[src/console_map.svh]
// console_map.svh: constants of the operator console block
// How it works
// - locked: only data, sense, clear act
// - locked: no entry, compare keeps running
// - locked: clear works, match never halts
// - switch 0 is leftmost, most significant bit
// - halt: enter loads switches, then shows them
// - memory data enter writes at address register
// - halt: display shows target; instruction up inert
// - memory display read bumps address register
// - sense switch levels go to processor
// - reset clears counter, status, address, display
// - power-lost lamp set by loss, reset clears
// - running: address equals switches lights match lamp
// - clear switch darkens match lamp any mode
// - stop switch up: halt after matching instruction
// - start only in halt; run lamp tracks run
// - mode halt stops after current instruction
// - single mode: one instruction per start
// - clock on, off, step behind jumper
// - load copies 256 rom words from zero
// - after load: run mode starts, else halt
// - running: lamps show current instruction address
// - idle halt lights idle; run, reset clear
// - step pulse lasts one 250 ns period
`ifndef CONSOLE_MAP_SVH
`define CONSOLE_MAP_SVH
`define CLK_NS 5
`define STEP_NS 250
`define STEP_CYC ((`STEP_NS + `CLK_NS - 1) / `CLK_NS)
`define DEBOUNCE_NS 1000000
`define DEBOUNCE_CYC_DEF ((`DEBOUNCE_NS + `CLK_NS - 1) / `CLK_NS)
`define LOAD_WORDS 256
`define NUM_TGT 11
`define NUM_DISP 12
`define TGT_MEM_ADDR 4'h9
`define TGT_MEM_DATA 4'ha
`define OFF_CTRL 8'h00
`define OFF_STATUS 8'h04
`define OFF_LAMPS 8'h08
`define CTRL_JUMPER 0
`define STAT_RUN 0
`define STAT_IDLE 1
`define STAT_MATCH 2
`define STAT_PWR 3
`define STAT_LOCK 4
`define STAT_SINGLE 5
`define STAT_LOAD 6
`endif

[src/console_pkg.sv]
// console_pkg.sv: types of the operator console block
package console_pkg;
  typedef enum logic [2:0] {S_HALT, S_RUN, S_SINGLE, S_LOAD, S_ACC} con_state_t;
  typedef enum logic [1:0] {K_REG_WR, K_REG_RD, K_MEM_WR, K_MEM_RD} acc_kind_t;
endpackage : console_pkg

[src/operator_console_control.sv]
// operator_console_control.sv: switch filter and operator console logic
//
// The AHB-Lite interface to the registers and the placing of the registers are this design's own decisions.
`timescale 1ns/1ps
`include "console_map.svh"

module switch_filter #(
  parameter int W = 1,
  parameter int HOLD = 1
) (
  input wire logic hclk,
  input wire logic hresetn,
  input wire logic [W-1:0] din,
  output logic [W-1:0] level,
  output logic [W-1:0] pulse
);
  localparam int CW = (HOLD > 1) ? $clog2(HOLD) : 1;
  typedef struct packed {
    logic [W-1:0] s1;
    logic [W-1:0] s2;
    logic [W-1:0] s3;
    logic [W-1:0] lvl;
    logic [W-1:0] pls;
    logic [W-1:0][CW-1:0] cnt;
  } filt_t;
  filt_t r_reg, r_next;
  if (HOLD < 1) begin : g_bad
    $error("switch_filter: HOLD must be at least one");
  end
  always_comb begin
    r_next = r_reg;
    r_next.s1 = din;
    r_next.s2 = r_reg.s1;
    r_next.s3 = r_reg.s2;
    r_next.pls = '0;
    for (int i = 0; i < W; i++) begin
      if (r_reg.s2[i] == r_reg.s3[i] && r_reg.s3[i] != r_reg.lvl[i]) begin
        if (r_reg.cnt[i] == CW'(HOLD - 1)) begin
          r_next.lvl[i] = r_reg.s3[i];
          r_next.pls[i] = r_reg.s3[i];
          r_next.cnt[i] = '0;
        end else begin
          r_next.cnt[i] = r_reg.cnt[i] + CW'(1);
        end
      end else begin
        r_next.cnt[i] = '0;
      end
    end
  end
  always_ff @(posedge hclk or negedge hresetn) begin
    if (!hresetn) begin
      r_reg <= '0;
    end else begin
      r_reg <= r_next;
    end
  end
  assign level = r_reg.lvl;
  assign pulse = r_reg.pls;
endmodule : switch_filter

module operator_console_control #(
  parameter int DEBOUNCE_CYC = `DEBOUNCE_CYC_DEF
) (
  input wire logic hclk,
  input wire logic hresetn,
  input wire logic hsel,
  input wire logic [31:0] haddr,
  input wire logic [1:0] htrans,
  input wire logic hwrite,
  input wire logic [2:0] hsize,
  input wire logic hready,
  input wire logic [31:0] hwdata,
  output logic [31:0] hrdata,
  output logic hreadyout,
  output logic hresp,
  input wire logic lock_sw,
  input wire logic [0:15] data_sw,
  input wire logic [0:3] sense_sw,
  input wire logic mode_run_sw,
  input wire logic single_instruction_mode,
  input wire logic address_match_stop,
  input wire logic clock_on_sw,
  input wire logic [`NUM_TGT-1:0] enter_sw,
  input wire logic [`NUM_DISP-1:0] display_sw,
  input wire logic reset_sw,
  input wire logic match_indicator_clear,
  input wire logic step_sw,
  input wire logic load_sw,
  input wire logic start_sw,
  input wire logic [0:15] memory_address_register,
  input wire logic [0:15] cpu_pc_addr,
  input wire logic [0:15] cpu_rdata,
  input wire logic cpu_ack,
  input wire logic cpu_insn_done,
  input wire logic cpu_idle_halt,
  input wire logic mem_power_lost,
  input wire logic [0:15] rom_data,
  output logic acc_req,
  output console_pkg::acc_kind_t acc_kind,
  output logic [3:0] acc_sel,
  output logic [0:15] acc_addr,
  output logic [0:15] acc_wdata,
  output logic [7:0] rom_addr,
  output logic run_enable,
  output logic sys_clear,
  output logic clk_stop,
  output logic single_clock_pulse_request,
  output logic [0:3] sense_bits,
  output logic [0:15] data_lamps,
  output logic run_lamp,
  output logic idle_lamp,
  output logic match_lamp,
  output logic memory_power_lost_lamp
);
  import console_pkg::*;
  localparam int SCW = $clog2(`STEP_CYC + 1);
  typedef struct packed {
    con_state_t fsm;
    logic stop_pend;
    logic fetch;
    logic md_rd;
    logic md_inc;
    logic show_w;
    logic [7:0] rom_addr;
    logic acc_req;
    acc_kind_t acc_kind;
    logic [3:0] acc_sel;
    logic [0:15] acc_addr;
    logic [0:15] acc_wdata;
    logic run_enable;
    logic sys_clear;
    logic clk_stop;
    logic step;
    logic [SCW-1:0] step_cnt;
    logic [0:3] sense;
    logic [0:15] disp;
    logic [0:15] lamps;
    logic run_lamp;
    logic idle_lamp;
    logic match_lamp;
    logic pwr_lamp;
    logic jumper;
    logic a_valid;
    logic a_wr;
    logic [7:0] a_addr;
    logic [31:0] rdata;
    logic rdy;
  } con_t;
  con_t r_reg, r_next;
  logic [0:15] l_data;
  logic [0:3] l_sense;
  logic l_lock, l_bkup, l_mrun, l_msingle, l_clkon;
  logic [`NUM_TGT-1:0] p_enter;
  logic [`NUM_DISP-1:0] p_disp;
  logic p_reset, p_clr, p_step, p_load, p_start;
  logic halted, active, match, match_stop_req, reset_ok;
  logic [3:0] sel;
  if (DEBOUNCE_CYC < 1) begin : g_bad
    $error("operator_console_control: DEBOUNCE_CYC must be at least one");
  end
  switch_filter #(.W(25), .HOLD(1)) u_levels (
    .hclk(hclk),
    .hresetn(hresetn),
    .din({data_sw, sense_sw, lock_sw, address_match_stop, mode_run_sw,
          single_instruction_mode, clock_on_sw}),
    .level({l_data, l_sense, l_lock, l_bkup, l_mrun, l_msingle, l_clkon}),
    .pulse()
  );
  switch_filter #(.W(`NUM_TGT + `NUM_DISP + 5), .HOLD(DEBOUNCE_CYC)) u_moment (
    .hclk(hclk),
    .hresetn(hresetn),
    .din({enter_sw, display_sw, reset_sw, match_indicator_clear, step_sw, load_sw,
          start_sw}),
    .level(),
    .pulse({p_enter, p_disp, p_reset, p_clr, p_step, p_load, p_start})
  );

  always_comb begin
    r_next = r_reg;
    sel = '0;
    r_next.sys_clear = 1'b0;
    r_next.rdy = 1'b1;
    r_next.sense = l_sense;
    halted = r_reg.fsm == S_HALT;
    active = r_reg.fsm == S_RUN || r_reg.fsm == S_SINGLE;
    match = l_data == memory_address_register;
    match_stop_req = r_reg.fsm == S_RUN && l_bkup && match && !l_lock;
    reset_ok = p_reset && !l_lock && (halted || r_reg.fsm == S_RUN);
    if (active && match) begin
      r_next.match_lamp = 1'b1;
    end else if (p_clr) begin
      r_next.match_lamp = 1'b0;
    end
    if (mem_power_lost) begin
      r_next.pwr_lamp = 1'b1;
    end else if (reset_ok) begin
      r_next.pwr_lamp = 1'b0;
    end
    if (reset_ok) begin
      r_next.sys_clear = 1'b1;
      r_next.disp = '0;
      r_next.idle_lamp = 1'b0;
    end
    r_next.clk_stop = r_reg.jumper && !l_clkon && !l_lock;
    if (r_reg.step) begin
      if (r_reg.step_cnt == '0) begin
        r_next.step = 1'b0;
      end else begin
        r_next.step_cnt = r_reg.step_cnt - SCW'(1);
      end
    end else if (p_step && r_reg.clk_stop) begin
      r_next.step = 1'b1;
      r_next.step_cnt = SCW'(`STEP_CYC - 1);
    end
    case (r_reg.fsm)
      S_HALT: begin
        if (!l_lock) begin
          if (p_start && (l_mrun || l_msingle)) begin
            r_next.fsm = l_mrun ? S_RUN : S_SINGLE;
            r_next.run_enable = 1'b1;
            r_next.run_lamp = l_mrun;
            r_next.idle_lamp = 1'b0;
            r_next.stop_pend = 1'b0;
          end else if (p_load) begin
            r_next.fsm = S_LOAD;
            r_next.rom_addr = '0;
            r_next.fetch = 1'b1;
          end else if (|p_enter) begin
            for (int i = `NUM_TGT - 1; i >= 0; i--) begin
              if (p_enter[i]) begin
                sel = 4'(i);
              end
            end
            r_next.fsm = S_ACC;
            r_next.acc_req = 1'b1;
            r_next.acc_sel = sel;
            r_next.acc_wdata = l_data;
            r_next.show_w = 1'b1;
            r_next.acc_kind = (sel == `TGT_MEM_DATA) ? K_MEM_WR : K_REG_WR;
            r_next.acc_addr = memory_address_register;
          end else if (|p_disp) begin
            for (int i = `NUM_DISP - 1; i >= 0; i--) begin
              if (p_disp[i]) begin
                sel = 4'(i);
              end
            end
            r_next.fsm = S_ACC;
            r_next.acc_req = 1'b1;
            r_next.acc_sel = sel;
            r_next.show_w = 1'b0;
            r_next.md_rd = sel == `TGT_MEM_DATA;
            r_next.acc_kind = (sel == `TGT_MEM_DATA) ? K_MEM_RD : K_REG_RD;
            r_next.acc_addr = memory_address_register;
          end
        end
      end
      S_RUN: begin
        if (match_stop_req) begin
          r_next.stop_pend = 1'b1;
        end
        if (!l_mrun && !l_lock) begin
          r_next.stop_pend = 1'b1;
        end
        if (cpu_idle_halt) begin
          r_next.fsm = S_HALT;
          r_next.idle_lamp = 1'b1;
          r_next.run_lamp = 1'b0;
          r_next.run_enable = 1'b0;
        end else if (cpu_insn_done && (r_reg.stop_pend || (!l_mrun && !l_lock))) begin
          r_next.fsm = S_HALT;
          r_next.run_lamp = 1'b0;
          r_next.run_enable = 1'b0;
        end
      end
      S_SINGLE: begin
        if (cpu_idle_halt || cpu_insn_done) begin
          r_next.fsm = S_HALT;
          r_next.run_enable = 1'b0;
          r_next.idle_lamp = cpu_idle_halt;
        end
      end
      S_LOAD: begin
        if (!r_reg.acc_req) begin
          if (r_reg.fetch) begin
            r_next.acc_req = 1'b1;
            r_next.acc_kind = K_MEM_WR;
            r_next.acc_addr = {8'h00, r_reg.rom_addr};
            r_next.acc_wdata = rom_data;
            r_next.fetch = 1'b0;
          end
        end else if (cpu_ack) begin
          r_next.acc_req = 1'b0;
          if (r_reg.rom_addr == 8'(`LOAD_WORDS - 1)) begin
            r_next.fsm = l_mrun ? S_RUN : S_HALT;
            r_next.run_enable = l_mrun;
            r_next.run_lamp = l_mrun;
            r_next.stop_pend = 1'b0;
            if (l_mrun) begin
              r_next.idle_lamp = 1'b0;
            end
          end else begin
            r_next.rom_addr = r_reg.rom_addr + 8'h01;
            r_next.fetch = 1'b1;
          end
        end
      end
      S_ACC: begin
        if (cpu_ack) begin
          r_next.acc_req = 1'b0;
          if (r_reg.md_rd) begin
            r_next.disp = cpu_rdata;
            r_next.md_rd = 1'b0;
            r_next.md_inc = 1'b1;
            r_next.acc_req = 1'b1;
            r_next.acc_kind = K_REG_WR;
            r_next.acc_sel = `TGT_MEM_ADDR;
            r_next.acc_wdata = r_reg.acc_addr + 16'h0001;
          end else begin
            if (r_reg.show_w) begin
              r_next.disp = r_reg.acc_wdata;
            end else if (!r_reg.md_inc) begin
              r_next.disp = cpu_rdata;
            end
            r_next.md_inc = 1'b0;
            r_next.fsm = S_HALT;
          end
        end
      end
      default: begin
        r_next.fsm = S_HALT;
      end
    endcase
    r_next.lamps = active ? cpu_pc_addr : r_next.disp;
    if (hsel && htrans[1] && hready) begin
      r_next.a_valid = 1'b1;
      r_next.a_wr = hwrite;
      r_next.a_addr = haddr[7:0];
      r_next.rdata = '0;
      if (!hwrite) begin
        case (haddr[7:0])
          `OFF_CTRL: r_next.rdata[`CTRL_JUMPER] = r_reg.jumper;
          `OFF_STATUS: begin
            r_next.rdata[`STAT_RUN] = r_reg.run_lamp;
            r_next.rdata[`STAT_IDLE] = r_reg.idle_lamp;
            r_next.rdata[`STAT_MATCH] = r_reg.match_lamp;
            r_next.rdata[`STAT_PWR] = r_reg.pwr_lamp;
            r_next.rdata[`STAT_LOCK] = l_lock;
            r_next.rdata[`STAT_SINGLE] = r_reg.fsm == S_SINGLE;
            r_next.rdata[`STAT_LOAD] = r_reg.fsm == S_LOAD;
          end
          `OFF_LAMPS: r_next.rdata[15:0] = r_reg.lamps;
          default: r_next.rdata = '0;
        endcase
      end
    end else if (hready) begin
      r_next.a_valid = 1'b0;
    end
    if (r_reg.a_valid && r_reg.a_wr && r_reg.a_addr == `OFF_CTRL) begin
      r_next.jumper = hwdata[`CTRL_JUMPER];
    end
  end

  always_ff @(posedge hclk or negedge hresetn) begin
    if (!hresetn) begin
      r_reg <= '0;
    end else begin
      r_reg <= r_next;
    end
  end

  assign hrdata = r_reg.rdata;
  assign hreadyout = r_reg.rdy;
  assign hresp = r_reg.sys_clear & ~r_reg.sys_clear;
  assign acc_req = r_reg.acc_req;
  assign acc_kind = r_reg.acc_kind;
  assign acc_sel = r_reg.acc_sel;
  assign acc_addr = r_reg.acc_addr;
  assign acc_wdata = r_reg.acc_wdata;
  assign rom_addr = r_reg.rom_addr;
  assign run_enable = r_reg.run_enable;
  assign sys_clear = r_reg.sys_clear;
  assign clk_stop = r_reg.clk_stop;
  assign single_clock_pulse_request = r_reg.step;
  assign sense_bits = r_reg.sense;
  assign data_lamps = r_reg.lamps;
  assign run_lamp = r_reg.run_lamp;
  assign idle_lamp = r_reg.idle_lamp;
  assign match_lamp = r_reg.match_lamp;
  assign memory_power_lost_lamp = r_reg.pwr_lamp;
endmodule : operator_console_control

[config.mk]
export PLATFORM = sky130hd
export DESIGN_NAME = operator_console_control
export DESIGN_NICKNAME = d
export VERILOG_FILES = /design/src/console_pkg.sv /design/src/operator_console_control.sv
export VERILOG_INCLUDE_DIRS = /design/src
export SDC_FILE = /design/constraint.sdc
export NUM_CORES = 2
export LEC_CHECK = 0
export BUFFER_PORTS_ARGS = -buffer_cell sky130_fd_sc_hd__buf_2
export CAP_MARGIN = 15
export CORE_MARGIN = 4
export CORE_UTILIZATION = 25
export DETAILED_ROUTE_END_ITERATION = 10
export MAX_ROUTING_LAYER = met4
export SKIP_LAST_GASP = 1
export SLEW_MARGIN = 20
export SYNTH_ARGS = -nofsm -noshare
export SYNTH_HDL_FRONTEND = slang
export SYNTH_SLANG_ARGS = --single-unit
[constraint.sdc]
create_clock -name hclk -period 2.9 [get_ports hclk]
set_input_delay 0.435 -clock hclk [delete_from_list [all_inputs] [get_ports hclk]]
set_output_delay 0.435 -clock hclk [all_outputs]
set_load 0.02 [all_outputs]
# --- Word level (Yosys, flattened, before mapping) ---
# Cells that the tools add are included.
# Widths: inputs -> output; s select.
word_totals:
  register_bits: 918
  input_bits: 195
  output_inout_bits: 109
  elab_cells: 853
op_classes:
  addsub: 56
  eq_ne: 169
  mux: 296
  bitwise: 28
  n_reduce_logical: 161
ops:
  columns: ["operator", "n"]
  rows:
  - ["$mux 18", 56]
  - ["$add 18x1->18 const B", 28]
  - ["$eq 18x18->1 const B", 28]
  - ["$mux 16", 11]
  - ["$mux 4", 36]
  - ["$mux 1", 139]
  - ["$reduce_and 2->1", 55]
  - ["$logic_and 1x1->1", 69]
  - ["$mux 32", 2]
  - ["$eq 1x1->1", 53]
  - ["$ne 1x1->1", 53]
  - ["$mux 48", 1]
  - ["$pmux 16 s3", 1]
  - ["$mux 47", 1]
  - ["$mux 23", 2]
  - ["$reduce_and 7->1", 6]
  - ["$mux 39", 1]
  - ["$pmux 16 s2", 1]
  - ["$mux 3", 10]
  - ["$ne 2x2->1 const B", 15]
  - ["$mux 7", 4]
  - ["$not 1->1", 28]
  - ["$reduce_and 9->1", 3]
  - ["$add 1x1->1 const B", 25]
  - ["42 further kinds", 82]

# --- Logic depth before layout (Yosys ltp) ---
logic_depth:
  word_depth: 26
  ltp_mapped: 9
  mapped_depth_nobuf: 7

# --- Modules after synthesis ---
# Synthesis repeated with hierarchy kept, for this count alone.
hier_totals:
  cells_unflattened: 4147
  area_unflattened_um2: 42383.1
by_module_without_submodules:
  columns: ["module", "n_inst", "cells_per_inst", "area_each_um2", "seq_area_each_um2"]
  rows:
  - ["switch_filter (u_moment)", 1, 3064, 30498.0, 16115.5]
  - ["operator_console_control", 1, 858, 7850.0, 3328.2]
  - ["switch_filter (u_levels)", 1, 225, 4035.1, 3128.0]

# --- Worst setup path before layout ---
# OpenSTA, ideal clock, no wires.
synth_path:
  kind: "reg-to-reg"
  startpoint: "reg rom_addr[0] (netlist name)"
  endpoint: "reg r_reg (netlist bit acc_sel[0])"
  arrival_time_ns: 2.040
  required_ns: 2.774
  setup_slack_ns: 0.734
  path_stages_with_launch: 9
  path_buffers: 2
  synth_period_minus_slack_ns: 2.166
  path_cell_list: "dfrtp_1 > ha_1 > and3_1 > buf_2 > and3_2 > o221ai_2 > or3_1 > buf_4 > o32a_1"
synth_lines:
  columns: ["item", "line", "rtl"]
  rows:
  - ["end signal, assigned", "operator_console_control.sv:367", "r_reg <= r_next;"]
  - ["end, declared", "operator_console_control.sv:149", "con_t r_reg, r_next;"]

==> metrics.cfg <==
[clocking]
insertion_delay_ns=0.70
cts_hold_buf=97
cts-root-buf=clkbuf_16
clkTransAtPathRegs_ns=0.06
cts_tree=built
cts_resized=0
ctsHtreeMaxLevel=3
cts_buffer_depth=3
cts_buffers=101
postCtsSetupRepairBufs=0
cts_sinks=877

[timing]
slew_viol_final=0
rsz0062_at_grt=false
period_needed_ns=2.59
slew_headroom=0.428
finalHoldViolations=0
clock_skew_ns=0.0227
fin_setup_tns_ns=0
finalCritPeriodShare=0.892
worst_slew_pin_slew_ns=0.856
setup_violations=0
fmax_mhz=387
holdWs_ns=0.0680

[final_layout]
multi_input_area_sq_mm=0.0160
fin_util=0.301
largest_reg_flops=532
final_nets=4396
layout.area.seq_sq_mm=0.0219
synthToLayoutAreaGrowth_pct=19.3
final_cells=6324
fillers=16200
drive_above_1_share=0.122

[setup_path]
ff2ff_path_depth=7
endpoint_kind=flop
setup.worst_path.class=flop to flop
timing.reg2reg.setup_slack_ns=0.31
cp_max_fo=16
r2r-start=rom_addr[0]$_DFFE_PN0P_
cp-startpoint=rom_addr[0]$_DFFE_PN0P_
critPathArrivalTime_ns=3.16
r2r_end=acc_addr[12]$_DFFE_PN0P_
cp.required_ns=3.47
cp-start-kind=flop

[floorplan]
num_rows=145
initial_utilization=0.252
die_x_microns=406
die-height_microns=406
die_area_sq_mm=0.165
ioPinCount=304
core-area_sq_mm=0.157

[drt]
vias=28000
drt-wirelength-per-cell_microns=14.8
viasPerCell=4.42
first_pass_iters=5
drc_errors=0
drt.antenna.violating_nets=0
first_iter_violations=1902
wl_microns=93700

[synthesis]
seq_area_frac_synth=0.555
synth_ff_type=dfrtp_1
synth_seq_cells=877
synth-edff-count=0
ys_warn_count=0
ys_async_sr_fraction=1.00
synth_cells=3874
syn_area_per_cell_sq_um=10.2
ys_types=79
synth_area_sq_mm=0.0396

[grt]
grt_max_degree=111
antenna_found_initial=23
grt-ovfl-total=0
grt.met1_usage=0.152
grt_pass1_wl_microns=151000
grt.total_usage=0.117
grt_util_met3=0.0272
grt_use_met2=0.176
busiest_layer=met2
grt_pass1_vias=27600

[place]
dpl.hpwl_microns=66300
place_congestion=0.834
dp_cells=6028
io_buffers=227

[power]
p_leak_uw=0.0198
power_per_cell_area_mw_per_mm2=568
p_total_uw=26800
ir_worst_vdd_v=0.000455

[min_path]
min_path_cells=3
min_to=acc_wdata[13]$_DFFE_PN0P_
hold_start=rom_data[13]
hold_path_class=primary input to flop

[run]
drv_cap=0

[status]
outcome=complete, no violations

[worst max-delay path, stage by stage (launching register included)]
cell      delay, ns
dfrtp_1        0.42
ha_1           0.23
and3_1         0.30
and3_2         0.30
o221ai_2       0.15
or3_1          0.49
buf_4          0.27
o221a_2        0.29
[layout make-up]
cell class / instances / share of cell area
multi-input cells: 2682 / 0.339
clock buffers: 132 / 0.0586
inverters: 128 / 0.0102
well taps: 2058 / 0.0546
repair buffers: 380 / 0.0567
clock inverters: 52 / 0.0144
flip-flops and latches: 877 / 0.465
diodes: 15 / 0.000796
[cell usage after synthesis, drive strengths merged, types with 5 or more instances]
library cell / number / share of area
a21bo: 14 / 0.0035
a21boi: 21 / 0.0040
a21o: 17 / 0.0032
a21oi: 59 / 0.0075
a221oi: 7 / 0.0016
a22o: 18 / 0.0040
a22oi: 10 / 0.0019
a31oi: 23 / 0.0036
a41o: 13 / 0.0033
and2: 13 / 0.0021
and3: 45 / 0.0071
and4: 22 / 0.0049
buf: 125 / 0.022
clkbuf: 78 / 0.0074
dfrtp: 877 / 0.55
ha: 31 / 0.0098
inv: 128 / 0.012
maj3: 25 / 0.0063
mux2: 29 / 0.0083
mux2i: 10 / 0.0025
nand2: 260 / 0.025
nand2b: 34 / 0.0054
nand3: 244 / 0.031
nand3b: 24 / 0.0046
nand4: 98 / 0.016
nand4bb: 15 / 0.0043
nor2: 723 / 0.069
nor2b: 23 / 0.0036
nor3: 119 / 0.015
nor4: 56 / 0.0089
nor4b: 29 / 0.0064
o21ai: 85 / 0.011
o21bai: 13 / 0.0025
o221a: 8 / 0.0023
o31ai: 5 / 0.0011
or2: 14 / 0.0022
or3: 18 / 0.0031
or4: 15 / 0.0028
xnor2: 242 / 0.054
xor2: 239 / 0.053
[per-stage QoR]
stage / cell area (sq um) / setup slack [ns]
final: 47200 / 0.314
after global routing: 47200 / 0.0828
after CTS: 47100 / 0.337
after detailed placement: 42700 / 0.353
after global placement: 42700 / 0.393
after floorplan: 39600 / 0.734
[how the worst max path moves through the flow]
stage / endpoint / depth (start not counted)
after floorplan: acc_sel[0]$_DFFE_PN0P_ / 8
after global placement: acc_addr[11]$_DFFE_PN0P_ / 7
after detailed placement: acc_addr[15]$_DFFE_PN0P_ / 7
after CTS: acc_addr[12]$_DFFE_PN0P_ / 7
after global routing: acc_addr[2]$_DFFE_PN0P_ / 6
final: acc_addr[12]$_DFFE_PN0P_ / 7
[report_power, final]
part           internal (uW)  switching [uW]  total [uW]
combinational            362             590         953
sequential             12500             186       12600
clock                   7910            5270       13200
[cells by family (layout without fill, tap and decap cells)]
kind of cell	count (synthesis)	in the layout	synth area share
compound gates	330	330	0.0581
xor+xnor	481	481	0.107
fa+ha+maj	56	56	0.0161
buf+inv	331	692	0.0419
flops	877	877	0.555
mux	39	39	0.0108
other cells	2	33	0.000190
simple gates	1758	1758	0.211
[cells in the final DEF (no fill, tap or decap), drive strengths merged, types with 56 or more instances in the layout]
| cell type | n |
|---|---|
| nor2 | 723 |
| o21ai | 85 |
| dlygate4sd3 | 97 |
| nand2 | 260 |
| dfrtp | 877 |
| buf | 283 |
| xor2 | 239 |
| nor3 | 119 |
| xnor2 | 242 |
| a21oi | 59 |
| clkbuf | 132 |
| nand3 | 244 |
| nand4 | 98 |
| inv | 135 |
| nor4 | 56 |
[layer usage]
metal | wire, microns | up-vias
met5 | 0 | -
met4 | 3070 | 0
met3 | 4900 | 183
met2 | 42600 | 513
met1 | 43200 | 13600
li1 | - | 13600
Power figures use the tool's default switching activity.
